$ cat config.mk
export PLATFORM = sky130hd
export DESIGN_NAME = havs_status_regs
export DESIGN_NICKNAME = d
export VERILOG_FILES = /design/src/shared/havs_pkg.sv /design/src/shared/havs_cap_if.sv /design/src/verilog/havs_field_store.sv /design/src/verilog/havs_status_regs.sv
export SDC_FILE = /design/constraint.sdc
export NUM_CORES = 1
export LEC_CHECK = 0
export BUFFER_PORTS_ARGS = -buffer_cell sky130_fd_sc_hd__buf_2
export CAP_MARGIN = 20
export CORE_ASPECT_RATIO = 1.25
export CORE_UTILIZATION = 45
export CTS_BUF_LIST = sky130_fd_sc_hd__clkbuf_8
export DETAILED_ROUTE_END_ITERATION = 7
export GPL_TIMING_DRIVEN = 0
export PLACE_DENSITY = 0.79
export REMOVE_ABC_BUFFERS = 1
export SETUP_SLACK_MARGIN = 0.1
export SYNTH_ARGS = -nofsm -noshare
export SYNTH_HDL_FRONTEND = slang
export SYNTH_SLANG_ARGS = --single-unit
$ cat constraint.sdc
create_clock -name clk -period 6.1 [get_ports clk]
set_clock_uncertainty 0.1 [all_clocks]
set_input_delay 1.22 -clock clk [delete_from_list [all_inputs] [get_ports clk]]
set_output_delay 1.22 -clock clk [all_outputs]
set_load 0.05 [all_outputs]
$ cat src/shared/havs_pkg.sv
// Constants and types for the audio and video-infoframe status register bank.
// Functional notes
// Word-length codes: 0000 unspecified, 0100 16, 0011 17, 0010 18, 0001 19, 0101 20 bits.
// Long-range codes: 1000 unspecified, 1100 20, 1011 21, 1010 22, 1001 23, 1101 24 bits.
// A 20-bit audio cycle time stamp is held and its bits 19 to 12 read at offset 0x7B.
// Time-stamp bits 11 to 4 read at 0x7C and bits 3 to 0 read in the upper nibble of 0x7D.
// A 20-bit regeneration divisor is held and its bits 19 to 16 read in the lower nibble of 0x7D.
// Divisor bits 15 to 8 read at 0x7E and bits 7 to 0 read at 0x7F.
// Bits 6 to 5 at 0x81 give the colour format: 00 RGB, 01 YCbCr 4:2:2, 10 YCbCr 4:4:4.
// Bit 4 at 0x81 reads 1 when active-format data is valid and 0 when absent.
// Bits 3 to 2 at 0x81 give bar validity: 00 none, 01 horizontal, 10 vertical, 11 both.
// Bits 1 to 0 at 0x81 give scan data: 00 none, 01 overscanned, 10 underscanned.
// Bits 7 to 6 at 0x82 give colorimetry: 00 none, 01 SMPTE 170M, 10 ITU709.
// Bits 5 to 4 at 0x82 give the picture aspect ratio: 00 none, 01 4:3, 10 16:9.
// Every register of the bank is read-only and host writes change nothing.
// Each field is refreshed whenever a decoded packet of its own type arrives from the link.
package havs_pkg;

  localparam int unsigned HAVS_ADR_W  = 10;
  localparam int unsigned HAVS_DAT_W  = 32;
  localparam int unsigned HAVS_STAMP_W = 20;

  // Register indices; the byte address on the bus is four times the index.
  localparam logic [7:0] HAVS_IDX_WORD_LEN    = 8'h62;
  localparam logic [7:0] HAVS_IDX_WORD_BITS   = 8'h63;
  localparam logic [7:0] HAVS_IDX_SEEN        = 8'h64;
  localparam logic [7:0] HAVS_IDX_STAMP_HIGH  = 8'h7B;
  localparam logic [7:0] HAVS_IDX_STAMP_MID   = 8'h7C;
  localparam logic [7:0] HAVS_IDX_STAMP_DIV   = 8'h7D;
  localparam logic [7:0] HAVS_IDX_DIV_MID     = 8'h7E;
  localparam logic [7:0] HAVS_IDX_DIV_LOW     = 8'h7F;
  localparam logic [7:0] HAVS_IDX_AVI_VERSION = 8'h80;
  localparam logic [7:0] HAVS_IDX_AVI_FORMAT  = 8'h81;
  localparam logic [7:0] HAVS_IDX_AVI_COLOUR  = 8'h82;

  // Field positions.
  localparam int unsigned HAVS_WL_LSB   = 0;
  localparam int unsigned HAVS_FMT_LSB  = 5;
  localparam int unsigned HAVS_AFI_BIT  = 4;
  localparam int unsigned HAVS_BAR_LSB  = 2;
  localparam int unsigned HAVS_SCAN_LSB = 0;
  localparam int unsigned HAVS_COLM_LSB = 6;
  localparam int unsigned HAVS_ASP_LSB  = 4;

  // Reset values of the held fields.
  localparam logic [3:0]  HAVS_WL_RST    = 4'h0;
  localparam logic [19:0] HAVS_STAMP_RST = 20'h00000;
  localparam logic [7:0]  HAVS_BYTE_RST  = 8'h00;
  localparam logic [4:0]  HAVS_BITS_RST  = 5'h00;

  // Word-length codes.
  localparam logic [3:0] HAVS_WL_NONE_S = 4'h0;
  localparam logic [3:0] HAVS_WL_16     = 4'h4;
  localparam logic [3:0] HAVS_WL_17     = 4'h3;
  localparam logic [3:0] HAVS_WL_18     = 4'h2;
  localparam logic [3:0] HAVS_WL_19     = 4'h1;
  localparam logic [3:0] HAVS_WL_20S    = 4'h5;
  localparam logic [3:0] HAVS_WL_NONE_L = 4'h8;
  localparam logic [3:0] HAVS_WL_20L    = 4'hC;
  localparam logic [3:0] HAVS_WL_21     = 4'hB;
  localparam logic [3:0] HAVS_WL_22     = 4'hA;
  localparam logic [3:0] HAVS_WL_23     = 4'h9;
  localparam logic [3:0] HAVS_WL_24     = 4'hD;

  typedef enum logic [1:0]
  {
    HAVS_FMT_RGB = 2'h0,
    HAVS_FMT_422 = 2'h1,
    HAVS_FMT_444 = 2'h2
  } havs_fmt_t;

  typedef enum logic [0:0]
  {
    HAVS_BUS_IDLE = 1'b0,
    HAVS_BUS_ACK  = 1'b1
  } havs_bus_state_t;

endpackage

$ cat src/shared/havs_cap_if.sv
// Interface carrying decoded packets into the field store and held fields back out.
interface havs_cap_if;
  logic        acr_load;
  logic [19:0] acr_stamp;
  logic [19:0] acr_divisor;
  logic        acs_load;
  logic [3:0]  acs_word_len;
  logic        avi_load;
  logic [7:0]  avi_version;
  logic [7:0]  avi_format;
  logic [7:0]  avi_colour;
  logic [19:0] held_stamp;
  logic [19:0] held_divisor;
  logic [3:0]  held_word_len;
  logic [7:0]  held_version;
  logic [7:0]  held_format;
  logic [7:0]  held_colour;
  logic [2:0]  held_seen;

  modport feeder
  (
    output acr_load, acr_stamp, acr_divisor, acs_load, acs_word_len,
    output avi_load, avi_version, avi_format, avi_colour,
    input  held_stamp, held_divisor, held_word_len, held_version, held_format,
    input  held_colour, held_seen
  );

  modport store
  (
    input  acr_load, acr_stamp, acr_divisor, acs_load, acs_word_len,
    input  avi_load, avi_version, avi_format, avi_colour,
    output held_stamp, held_divisor, held_word_len, held_version, held_format,
    output held_colour, held_seen
  );
endinterface

$ cat src/verilog/havs_field_store.sv
// Field store holding the most recent decoded packet contents.
module havs_field_store
  import havs_pkg::*;
(
  input wire logic clk,
  input wire logic sys_rst,
  havs_cap_if.store cap
);

  logic [19:0] stamp_reg;
  logic [19:0] divisor_reg;
  logic [3:0]  word_len_reg;
  logic [7:0]  version_reg;
  logic [7:0]  format_reg;
  logic [7:0]  colour_reg;
  logic [2:0]  seen_reg;

  // Stamp and divisor load in the same edge so a reader never sees a mixed pair.
  always_ff @(posedge clk or posedge sys_rst)
  begin
    if (sys_rst)
    begin
      stamp_reg   <= HAVS_STAMP_RST;
      divisor_reg <= HAVS_STAMP_RST;
    end
    else if (cap.acr_load)
    begin
      stamp_reg   <= cap.acr_stamp;
      divisor_reg <= cap.acr_divisor;
    end
  end

  always_ff @(posedge clk or posedge sys_rst)
  begin
    if (sys_rst)
      word_len_reg <= HAVS_WL_RST;
    else if (cap.acs_load)
      word_len_reg <= cap.acs_word_len;
  end

  always_ff @(posedge clk or posedge sys_rst)
  begin
    if (sys_rst)
    begin
      version_reg <= HAVS_BYTE_RST;
      format_reg  <= HAVS_BYTE_RST;
      colour_reg  <= HAVS_BYTE_RST;
    end
    else if (cap.avi_load)
    begin
      version_reg <= cap.avi_version;
      format_reg  <= cap.avi_format;
      colour_reg  <= cap.avi_colour;
    end
  end

  always_ff @(posedge clk or posedge sys_rst)
  begin
    if (sys_rst)
      seen_reg <= 3'h0;
    else
      seen_reg <= seen_reg | {cap.avi_load, cap.acs_load, cap.acr_load};
  end

  assign cap.held_stamp    = stamp_reg;
  assign cap.held_divisor  = divisor_reg;
  assign cap.held_word_len = word_len_reg;
  assign cap.held_version  = version_reg;
  assign cap.held_format   = format_reg;
  assign cap.held_colour   = colour_reg;
  assign cap.held_seen     = seen_reg;

endmodule

$ cat src/verilog/havs_status_regs.sv
// Read-only audio and video-infoframe status bank with a classic Wishbone slave.
//
// The Wishbone interface to the registers was chosen for this implementation.
module havs_status_regs
  import havs_pkg::*;
(
  input  wire logic                  clk,
  input  wire logic                  sys_rst,
  input  wire logic                  wb_cyc_i,
  input  wire logic                  wb_stb_i,
  input  wire logic                  wb_we_i,
  input  wire logic [HAVS_ADR_W-1:0] wb_adr_i,
  input  wire logic [3:0]            wb_sel_i,
  input  wire logic [HAVS_DAT_W-1:0] wb_dat_i,
  output logic      [HAVS_DAT_W-1:0] wb_dat_o,
  output logic                       wb_ack_o,
  input  wire logic                  acr_pkt_valid,
  input  wire logic [19:0]           acr_pkt_stamp,
  input  wire logic [19:0]           acr_pkt_divisor,
  input  wire logic                  acs_pkt_valid,
  input  wire logic [3:0]            acs_pkt_word_len,
  input  wire logic                  avi_pkt_valid,
  input  wire logic [7:0]            avi_pkt_version,
  input  wire logic [7:0]            avi_pkt_byte1,
  input  wire logic [7:0]            avi_pkt_byte2,
  output logic      [19:0]           regen_stamp,
  output logic      [19:0]           regen_divisor,
  output logic      [4:0]            audio_word_bits,
  output logic      [1:0]            video_colour_format
);

  ////////////////////////////////////////////////////////////////////////////////
  // Field store.

  havs_cap_if cap ();

  // Packets come from the decoder on this same clock, so no synchroniser is needed.
  assign cap.acr_load     = acr_pkt_valid;
  assign cap.acr_stamp    = acr_pkt_stamp;
  assign cap.acr_divisor  = acr_pkt_divisor;
  assign cap.acs_load     = acs_pkt_valid;
  assign cap.acs_word_len = acs_pkt_word_len;
  assign cap.avi_load     = avi_pkt_valid;
  assign cap.avi_version  = avi_pkt_version;
  assign cap.avi_format   = avi_pkt_byte1;
  assign cap.avi_colour   = avi_pkt_byte2;

  havs_field_store u_store
  (
    .clk     (clk),
    .sys_rst (sys_rst),
    .cap     (cap.store)
  );

  ////////////////////////////////////////////////////////////////////////////////
  // Word-length decode.

  function automatic logic [4:0] havs_word_bits(input logic [3:0] code);
    logic [4:0] bits;
    bits = 5'h00;
    case (code)
      HAVS_WL_16:     bits = 5'h10;
      HAVS_WL_17:     bits = 5'h11;
      HAVS_WL_18:     bits = 5'h12;
      HAVS_WL_19:     bits = 5'h13;
      HAVS_WL_20S:    bits = 5'h14;
      HAVS_WL_20L:    bits = 5'h14;
      HAVS_WL_21:     bits = 5'h15;
      HAVS_WL_22:     bits = 5'h16;
      HAVS_WL_23:     bits = 5'h17;
      HAVS_WL_24:     bits = 5'h18;
      HAVS_WL_NONE_S: bits = 5'h00;
      HAVS_WL_NONE_L: bits = 5'h00;
      default:        bits = 5'h00;
    endcase
    return bits;
  endfunction

  logic [4:0] word_bits_reg;
  logic [4:0] word_bits_next;

  // Reserved codes also report zero, the same as unspecified.
  assign word_bits_next = havs_word_bits(cap.held_word_len);

  always_ff @(posedge clk or posedge sys_rst)
  begin
    if (sys_rst)
      word_bits_reg <= HAVS_BITS_RST;
    else
      word_bits_reg <= word_bits_next;
  end

  ////////////////////////////////////////////////////////////////////////////////
  // Field views for the register map and the outputs.

  wire [7:0] word_len_byte = {4'h0, cap.held_word_len};
  wire [7:0] word_bits_byte = {3'h0, word_bits_reg};
  wire [7:0] seen_byte = {5'h00, cap.held_seen};
  wire [7:0] stamp_high_byte = cap.held_stamp[19:12];
  wire [7:0] stamp_mid_byte = cap.held_stamp[11:4];
  wire [7:0] stamp_div_byte = {cap.held_stamp[3:0], cap.held_divisor[19:16]};
  wire [7:0] div_mid_byte = cap.held_divisor[15:8];
  wire [7:0] div_low_byte = cap.held_divisor[7:0];

  // Bit 7 of byte one is reserved and reads as zero.
  wire [1:0] fmt_field  = cap.held_format[HAVS_FMT_LSB+:2];
  wire       afi_field  = cap.held_format[HAVS_AFI_BIT];
  wire [1:0] bar_field  = cap.held_format[HAVS_BAR_LSB+:2];
  wire [1:0] scan_field = cap.held_format[HAVS_SCAN_LSB+:2];
  wire [1:0] colm_field = cap.held_colour[HAVS_COLM_LSB+:2];
  wire [1:0] asp_field  = cap.held_colour[HAVS_ASP_LSB+:2];

  wire [7:0] avi_format_byte = {1'b0, fmt_field, afi_field, bar_field, scan_field};
  // The low nibble carries the active-format aspect ratio from the same packet byte.
  wire [7:0] avi_colour_byte = {colm_field, asp_field, cap.held_colour[3:0]};

  ////////////////////////////////////////////////////////////////////////////////
  // Wishbone slave.

  havs_bus_state_t bus_state_reg;
  havs_bus_state_t bus_state_next;
  logic [HAVS_DAT_W-1:0] rd_data_reg;
  logic [HAVS_DAT_W-1:0] rd_data_next;

  wire       bus_req = wb_cyc_i & wb_stb_i;
  wire [7:0] reg_idx = wb_adr_i[HAVS_ADR_W-1:2];

  wire hit_word_len   = (reg_idx == HAVS_IDX_WORD_LEN);
  wire hit_word_bits  = (reg_idx == HAVS_IDX_WORD_BITS);
  wire hit_seen       = (reg_idx == HAVS_IDX_SEEN);
  wire hit_stamp_high = (reg_idx == HAVS_IDX_STAMP_HIGH);
  wire hit_stamp_mid  = (reg_idx == HAVS_IDX_STAMP_MID);
  wire hit_stamp_div  = (reg_idx == HAVS_IDX_STAMP_DIV);
  wire hit_div_mid    = (reg_idx == HAVS_IDX_DIV_MID);
  wire hit_div_low    = (reg_idx == HAVS_IDX_DIV_LOW);
  wire hit_version    = (reg_idx == HAVS_IDX_AVI_VERSION);
  wire hit_format     = (reg_idx == HAVS_IDX_AVI_FORMAT);
  wire hit_colour     = (reg_idx == HAVS_IDX_AVI_COLOUR);

  // Unmapped indices read as zero; the one-hot OR keeps the mux flat.
  wire [7:0] rd_byte =
      ({8{hit_word_len}}   & word_len_byte)   |
      ({8{hit_word_bits}}  & word_bits_byte)  |
      ({8{hit_seen}}       & seen_byte)       |
      ({8{hit_stamp_high}} & stamp_high_byte) |
      ({8{hit_stamp_mid}}  & stamp_mid_byte)  |
      ({8{hit_stamp_div}}  & stamp_div_byte)  |
      ({8{hit_div_mid}}    & div_mid_byte)    |
      ({8{hit_div_low}}    & div_low_byte)    |
      ({8{hit_version}}    & cap.held_version) |
      ({8{hit_format}}     & avi_format_byte) |
      ({8{hit_colour}}     & avi_colour_byte);

  // Writes are acknowledged so the master never hangs, and are then dropped.
  wire wr_ignored = bus_req & wb_we_i & (wb_sel_i != 4'h0);

  always_comb
  begin
    bus_state_next = HAVS_BUS_IDLE;
    rd_data_next   = rd_data_reg;
    case (bus_state_reg)
      HAVS_BUS_IDLE:
      begin
        if (bus_req)
        begin
          bus_state_next = HAVS_BUS_ACK;
          rd_data_next   = wb_we_i ? {HAVS_DAT_W{1'b0}} : {24'h000000, rd_byte};
        end
      end
      HAVS_BUS_ACK:
      begin
        bus_state_next = HAVS_BUS_IDLE;
      end
      default:
      begin
        bus_state_next = HAVS_BUS_IDLE;
      end
    endcase
    if (wr_ignored)
      rd_data_next = {HAVS_DAT_W{1'b0}};
  end

  always_ff @(posedge clk or posedge sys_rst)
  begin
    if (sys_rst)
    begin
      bus_state_reg <= HAVS_BUS_IDLE;
      rd_data_reg   <= {HAVS_DAT_W{1'b0}};
    end
    else
    begin
      bus_state_reg <= bus_state_next;
      rd_data_reg   <= rd_data_next;
    end
  end

  assign wb_ack_o = (bus_state_reg == HAVS_BUS_ACK);
  assign wb_dat_o = rd_data_reg;

  ////////////////////////////////////////////////////////////////////////////////
  // Outputs toward the audio clock regenerator and the video path.

  assign regen_stamp         = cap.held_stamp;
  assign regen_divisor       = cap.held_divisor;
  assign audio_word_bits     = word_bits_reg;
  assign video_colour_format = fmt_field;

endmodule

# == Word-level counts from Yosys, hierarchy flattened ==
# Memories as Yosys holds them, arrays and structs flattened. A register that Yosys moved wholly into a read port is not among the register bits.
# Cells that the tools add are included.
# totals
regBits,103
mem_bits_ro,80
in_bits,122
output_inout_bits,80
elab_cells,57
mem_count,1
# classes
eq_ne,12
muxes,6
bitwise,26
reduce_logical,3
# memory_table
memory,words,width,read_ports,rd_ports_with_merged_regs,wr,line,rtl
(no name shown),16,5,1,1,0,havs_status_regs.sv:61,case (code)
# ops
cell,count
32-bit 2-to-1 mux,3
8-bit OR,10
"8-bit by 7-bit == test with 1-bit output, second input constant",8
8-bit AND,7
"8-bit == test, second input constant",3
8-bit by 3-bit AND with 8-bit output,1
8-bit by 4-bit AND with 8-bit output,1
8-bit by 5-bit AND with 8-bit output,1
8-bit by 7-bit AND with 8-bit output,1
8-bit 2-to-1 mux,1
4-bit nonzero test,1
1-bit AND,3
3-bit OR,1
"2-bit by 1-bit != test with 1-bit output, second input constant",1
1-bit case mux with 2 select lines,1
2-bit AND reduction,1
2-bit nonzero test,1
1-bit 2-to-1 mux,1
1-bit NOT,1

# == Longest topological paths before layout ==
# logic_depth
ltp_word,16
mapped_depth,7
ltp_nobuf,5

# == By module ==
# Synthesis repeated with hierarchy kept, for this count alone.
# hier_totals
cells_unflattened,330
hier_area_um2,4418.0
# by_module_without_submodules
mod,instances,cells_per_inst,area_each_um2,seq_area_each_um2
havs_field_store,1,151,2907.8,1776.7
havs_status_regs,1,179,1510.2,350.3

# == Least setup slack after synthesis ==
# No wires, ideal clock.
# synth_path
path_type,input to register
startpoint,input wb_adr_i[2]
endpoint,"register rd_data_reg[3], in the netlist wb_dat_o[3]"
arrival_ns,2.290
setup_slack_ns,3.589
stages,5
cell_sequence,buf_6 -> mux4_2 -> a32oi_1 -> o211ai_1 -> a22o_1
# synth_via
elab_chain_cells,16
word_cells_on_any_way,36
# synth_lines
item,line,rtl
from (decl),havs_status_regs.sv:12,"input wire logic [HAVS_ADR_W-1:0] wb_adr_i,"
"8-bit by 7-bit == test with 1-bit output, on equally long branches","havs_status_regs.sv:128, havs_status_regs.sv:129",
8-bit by 4-bit AND with 8-bit output or 8-bit by 5-bit AND with 8-bit output (tied branches),"havs_status_regs.sv:142, havs_status_regs.sv:143",
8-bit OR,havs_status_regs.sv:142,({8{hit_word_len}} & word_len_byte) |
8-bit OR,havs_status_regs.sv:143,({8{hit_word_bits}} & word_bits_byte) |
8-bit OR,havs_status_regs.sv:144,({8{hit_seen}} & seen_byte) |
8-bit OR,havs_status_regs.sv:145,({8{hit_stamp_high}} & stamp_high_byte) |
8-bit OR,havs_status_regs.sv:146,({8{hit_stamp_mid}} & stamp_mid_byte) |
8-bit OR,havs_status_regs.sv:147,({8{hit_stamp_div}} & stamp_div_byte) |
8-bit OR,havs_status_regs.sv:148,({8{hit_div_mid}} & div_mid_byte) |
8-bit OR,havs_status_regs.sv:149,({8{hit_div_low}} & div_low_byte) |
8-bit OR,havs_status_regs.sv:150,({8{hit_version}} & cap.held_version) |
8-bit OR *,havs_status_regs.sv:151,({8{hit_format}} & avi_format_byte) |
8-bit 2-to-1 mux *,havs_status_regs.sv:167,"rd_data_next = wb_we_i ? {HAVS_DAT_W{1'b0}} : {24'h000000, rd_byte};"
32-bit 2-to-1 mux *,havs_status_regs.sv:164,if (bus_req)
32-bit 2-to-1 mux *,havs_status_regs.sv:161,case (bus_state_reg)
32-bit 2-to-1 mux *,havs_status_regs.sv:179,if (wr_ignored)
to (signal assigned),havs_status_regs.sv:188,rd_data_reg <= {HAVS_DAT_W{1'b0}};
to (signal assigned),havs_status_regs.sv:193,rd_data_reg <= rd_data_next;
to (decl),havs_status_regs.sv:122,logic [HAVS_DAT_W-1:0] rd_data_reg;
# Every way passes the cells marked *; elsewhere a longest branch is shown, timed or not. The select of a mux whose other input is x is not followed.
# A chain may end at the register's enable or synchronous reset.

# == Worst setup path after layout ==
# layout_path
startpoint,input wb_adr_i[2]
endpoint,"register rd_data_reg[0], in the netlist wb_dat_o[0]"
# The elaborated chain is that of the path after synthesis.

==> impl_metrics.xml <==
<?xml version="1.0" encoding="UTF-8"?>
<metrics>
  <group name="run_status">
    <metric name="outcome" unit="">finished clean</metric>
  </group>
  <group name="final_layout">
    <metric name="fin_area" unit="mm^2">0.00490</metric>
    <metric name="layout.cells.non_filler" unit="">583</metric>
    <metric name="n_fill_cell" unit="">769</metric>
    <metric name="layout_common_cells" unit="">142 x sky130_fd_sc_hd__buf_2, 84 x sky130_fd_sc_hd__dfrtp_1, 71 x sky130_fd_sc_hd__mux2_2</metric>
    <metric name="final_common_cell" unit="">sky130_fd_sc_hd__buf_2</metric>
    <metric name="final_net_count" unit="">583</metric>
    <metric name="layout-drive-gt1-share" unit="">0.508</metric>
    <metric name="insertedDiodeCount" unit="">0</metric>
    <metric name="area.growth.synth_to_final" unit="%">21.3</metric>
  </group>
  <group name="critical_path">
    <metric name="critical_path_class" unit="">input pin to flop</metric>
    <metric name="critPathCaptureType" unit="">flop</metric>
    <metric name="start_kind" unit="">input pin</metric>
    <metric name="data_arrival_time_of_the_critical_path" unit="ns">3.10</metric>
    <metric name="worst_ep_required_time" unit="ns">6.23</metric>
    <metric name="worst-path-max-fanout" unit="">29</metric>
  </group>
  <group name="power_and_ir_drop">
    <metric name="power.net_switching" unit="mW">0.450</metric>
    <metric name="internal_power" unit="mW">0.878</metric>
    <metric name="comb_power_share" unit="">0.259</metric>
    <metric name="p_sw_frac" unit="">0.339</metric>
    <metric name="pwr_density_cell" unit="mW/mm^2">271</metric>
    <metric name="report.power.total" unit="mW">1.33</metric>
    <metric name="pwr-share-clk" unit="">0.260</metric>
    <metric name="power.share.sequential" unit="">0.482</metric>
    <metric name="cellLeakagePower" unit="nW">2.34</metric>
    <metric name="peakVddDrop" unit="V">0.000163</metric>
  </group>
  <group name="place">
    <metric name="gp_congestion" unit="">0.890</metric>
    <metric name="portBuffers" unit="">142</metric>
    <metric name="place.detailed.instances" unit="">568</metric>
    <metric name="placement.cell_area" unit="mm^2">0.00473</metric>
    <metric name="dp.final_hpwl" unit="um">7010</metric>
  </group>
  <group name="drt">
    <metric name="postRouteAntennaNets" unit="">0</metric>
    <metric name="vias_per_cell" unit="">5.12</metric>
    <metric name="remaining_drc_errors" unit="">0</metric>
    <metric name="overall_routed_net_length" unit="um">9140</metric>
    <metric name="detailedRoute.firstPassIterationCount" unit="">4</metric>
    <metric name="wl_per_cell" unit="um">15.7</metric>
    <metric name="via_count" unit="">2983</metric>
    <metric name="detail_route.iter0.violations" unit="">171</metric>
  </group>
  <group name="synth">
    <metric name="post_synth_fa_ha_maj_area_fraction" unit="">0.00620</metric>
    <metric name="synthesis_stage_register_bit_count" unit="">84</metric>
    <metric name="synthesis.area_per_instance" unit="um^2">12.4</metric>
    <metric name="synth_area" unit="mm^2">0.00404</metric>
    <metric name="synth_compound_area_frac" unit="">0.0836</metric>
    <metric name="yosys-mux-area-fraction" unit="">0.247</metric>
    <metric name="synth.yosys.seq_area_share" unit="">0.520</metric>
    <metric name="synth_top_cell_by_area" unit="">sky130_fd_sc_hd__dfrtp_1</metric>
    <metric name="post_synth_and_or_nand_nor_area_fraction" unit="">0.0688</metric>
    <metric name="synth_top_cell_area_share" unit="">0.520</metric>
    <metric name="synthFlopType" unit="">sky130_fd_sc_hd__dfrtp_1</metric>
    <metric name="synthCells" unit="">325</metric>
    <metric name="synth-async-reset-ratio" unit="">1.00</metric>
    <metric name="distinct_cell_type_count_of_the_synthesized_netlist" unit="">42</metric>
    <metric name="synthesis_warning_total" unit="">0</metric>
    <metric name="synth_top_cells_by_area" unit="">sky130_fd_sc_hd__dfrtp_1 52%, sky130_fd_sc_hd__mux2_2 20%, sky130_fd_sc_hd__buf_4 5.2%</metric>
    <metric name="xor_xnor_fraction_of_synth_area" unit="">0</metric>
    <metric name="synth_top_family_by_area" unit="">multiplexers</metric>
    <metric name="synth_enable_flop_cells" unit="">0</metric>
  </group>
  <group name="die">
    <metric name="die_height" unit="um">108</metric>
    <metric name="core_area" unit="mm^2">0.00870</metric>
    <metric name="design.die.area" unit="mm^2">0.00936</metric>
    <metric name="io-pin-count" unit="">202</metric>
    <metric name="die_x" unit="um">86.7</metric>
    <metric name="rows" unit="">38</metric>
    <metric name="initial_utilization" unit="">0.464</metric>
  </group>
  <group name="min_path">
    <metric name="hold_path.class" unit="">flop to flop</metric>
  </group>
  <group name="clocking">
    <metric name="cts.repair.resized" unit="">0</metric>
    <metric name="clockBufferDepth" unit="">2</metric>
    <metric name="number_of_buffers_inserted_by_post_cts_setup_repair" unit="">0</metric>
    <metric name="clock_insertion_delay_worst_skew" unit="ns">0.35</metric>
    <metric name="cts_tree" unit="">done</metric>
    <metric name="htreeDepth" unit="">3</metric>
    <metric name="clock_sinks" unit="">84</metric>
    <metric name="numCtsBuffers" unit="">9</metric>
    <metric name="cts-root-buf" unit="">sky130_fd_sc_hd__clkbuf_8</metric>
    <metric name="cts_hold_buf" unit="">0</metric>
    <metric name="worst_setup_hold_path_clk_slew" unit="ns">0.07</metric>
  </group>
  <group name="grt">
    <metric name="initial_antenna_violation_count" unit="">0</metric>
    <metric name="largest_net_degree_at_the_start_of_global_routing" unit="">50</metric>
    <metric name="globalRouteOverflowTotal" unit="">0</metric>
    <metric name="global_route.usage.total" unit="">0.206</metric>
    <metric name="vias_in_the_first_global_route" unit="">2929</metric>
    <metric name="grt_pass1_wl" unit="um">14300</metric>
  </group>
  <group name="sta">
    <metric name="timing_worst_slew_pin_value" unit="ns">0.874</metric>
    <metric name="setup_violation_total_in_the_final_timing_report" unit="">0</metric>
    <metric name="timing.max_slew.rel_slack" unit="">0.417</metric>
    <metric name="hold_ws" unit="ns">0.369</metric>
    <metric name="rsz0062_at_grt" unit="">no</metric>
    <metric name="finalWorstPathRequiredPeriod" unit="ns">2.97</metric>
    <metric name="post-route-period-util" unit="">0.488</metric>
    <metric name="setup_tns" unit="ns">0</metric>
    <metric name="finalHoldViolCount" unit="">0</metric>
    <metric name="max_clock_freq" unit="GHz">0.336</metric>
    <metric name="timing_max_transition_violations_final" unit="">0</metric>
  </group>
  <group name="job">
    <metric name="cap_viol_max_count" unit="">0</metric>
  </group>
</metrics>
[cell usage after synthesis (2+ instances only)]
library cell	instances
sky130_fd_sc_hd__buf_1	2
sky130_fd_sc_hd__buf_4	28
sky130_fd_sc_hd__mux2i_1	13
sky130_fd_sc_hd__o21ai_0	11
sky130_fd_sc_hd__nor2b_1	3
sky130_fd_sc_hd__a211oi_1	4
sky130_fd_sc_hd__buf_6	2
sky130_fd_sc_hd__dfrtp_1	84
sky130_fd_sc_hd__a32o_1	3
sky130_fd_sc_hd__nor3_1	2
sky130_fd_sc_hd__clkbuf_1	9
sky130_fd_sc_hd__or2_2	3
sky130_fd_sc_hd__nand3_1	5
sky130_fd_sc_hd__a21oi_1	8
sky130_fd_sc_hd__ha_1	2
sky130_fd_sc_hd__buf_2	2
sky130_fd_sc_hd__and3_1	3
sky130_fd_sc_hd__inv_1	3
sky130_fd_sc_hd__o211ai_1	3
sky130_fd_sc_hd__nand2_1	19
sky130_fd_sc_hd__mux4_2	3
sky130_fd_sc_hd__nor4b_1	2
sky130_fd_sc_hd__o2bb2ai_1	2
sky130_fd_sc_hd__a31oi_1	3
sky130_fd_sc_hd__a22oi_1	4
sky130_fd_sc_hd__nor2_1	13
sky130_fd_sc_hd__a32oi_1	2
sky130_fd_sc_hd__a22o_1	3
sky130_fd_sc_hd__mux2_2	71
[flip-flops by register name (all words and copies together), names as in the netlist]
register / flops
u_store.cap.held_colour: 8
u_store.cap.held_divisor: 20
u_store.cap.held_word_len: 4
u_store.cap.held_version: 8
audio_word_bits: 5
u_store.cap.held_seen: 3
wb_dat_o: 8
wb_ack_o: 1
u_store.cap.held_format: 7
u_store.cap.held_stamp: 20
[logic make-up (layout without fill, tap and decap cells)]
group / Yosys count / after routing
DFF: 84 / 84
buffers and inverters: 46 / 161
adders and majority gates: 2 / 2
other: 1 / 24
muxes: 87 / 87
AOI/OAI and AO/OA: 49 / 49
and+or+nand+nor: 56 / 56
[per-layer routing]
layer / wire length [um] / GRT usage / up-vias / part of all wire
met1: 3590 / 0.247 / 1429 / 0.39
met2: 4810 / 0.359 / 137 / 0.53
met4: 248 / 0.107 / 0 / 0.027
met3: 493 / 0.0284 / 19 / 0.054
li1: - / - / 1398 / -
met5: 0 / 0 / - / 0
[cell type report]
class                      instances  area (um^2)  share of cell area
timing repair buffer             143          738               0.151
multi-input combinational        218         1730               0.353
inverter                           3         13.8             0.00281
sequential                        84         2100               0.429
clock inverter                     4         17.5             0.00357
clock buffer                      11          151              0.0309
tap                              120          150              0.0306
[per-stage QoR]
stage	setup WS, ns	utilization
2_1_floorplan	2.61	-
3_3_place_gp	1.74	0.540
3_5_place_dp	2.75	0.544
4_1_cts	3.12	0.563
5_1_grt	3.07	0.563
6_report	3.13	0.563
[final timing paths]
check / end / cells after the start / start / slack, ns
max in group asynchronous: audio_word_bits[0] / 3 / sys_rst / 4.53
min in group asynchronous: u_store.cap.held_stamp[5] / 2 / sys_rst / 0.78
hold reg to reg: u_store.cap.held_seen[2] / 1 / u_store.cap.held_seen[2] / 0.37
setup / recovery: wb_dat_o[0] / 5 / wb_adr_i[2] / 3.13
setup reg to reg: wb_dat_o[0] / 4 / u_store.cap.held_divisor[16] / 4.35
hold / removal: u_store.cap.held_seen[2] / 1 / u_store.cap.held_seen[2] / 0.37
[power by group through the flow]
| stage | Sequential (mW) | Clock (mW) | Combinational [mW] |
|---|---|---|---|
| 3_5_place_dp | 0.651 | 0 | 0.346 |
| 4_1_cts | 0.640 | 0.354 | 0.347 |
| 5_1_grt | 0.646 | 0.377 | 0.365 |
| 2_1_floorplan | 0.760 | 0 | 0.126 |
| 6_report | 0.640 | 0.345 | 0.343 |
| 3_3_place_gp | 0.648 | 0 | 0.338 |
[critical path: stages]
cell and delay (ns):
sky130_fd_sc_hd__buf_2 0.59, sky130_fd_sc_hd__mux2_2 0.42, sky130_fd_sc_hd__a221o_1 0.36, sky130_fd_sc_hd__a221oi_1 0.39
sky130_fd_sc_hd__o21ai_1 0.11
Note: power is estimated with default switching activity, not from simulation.
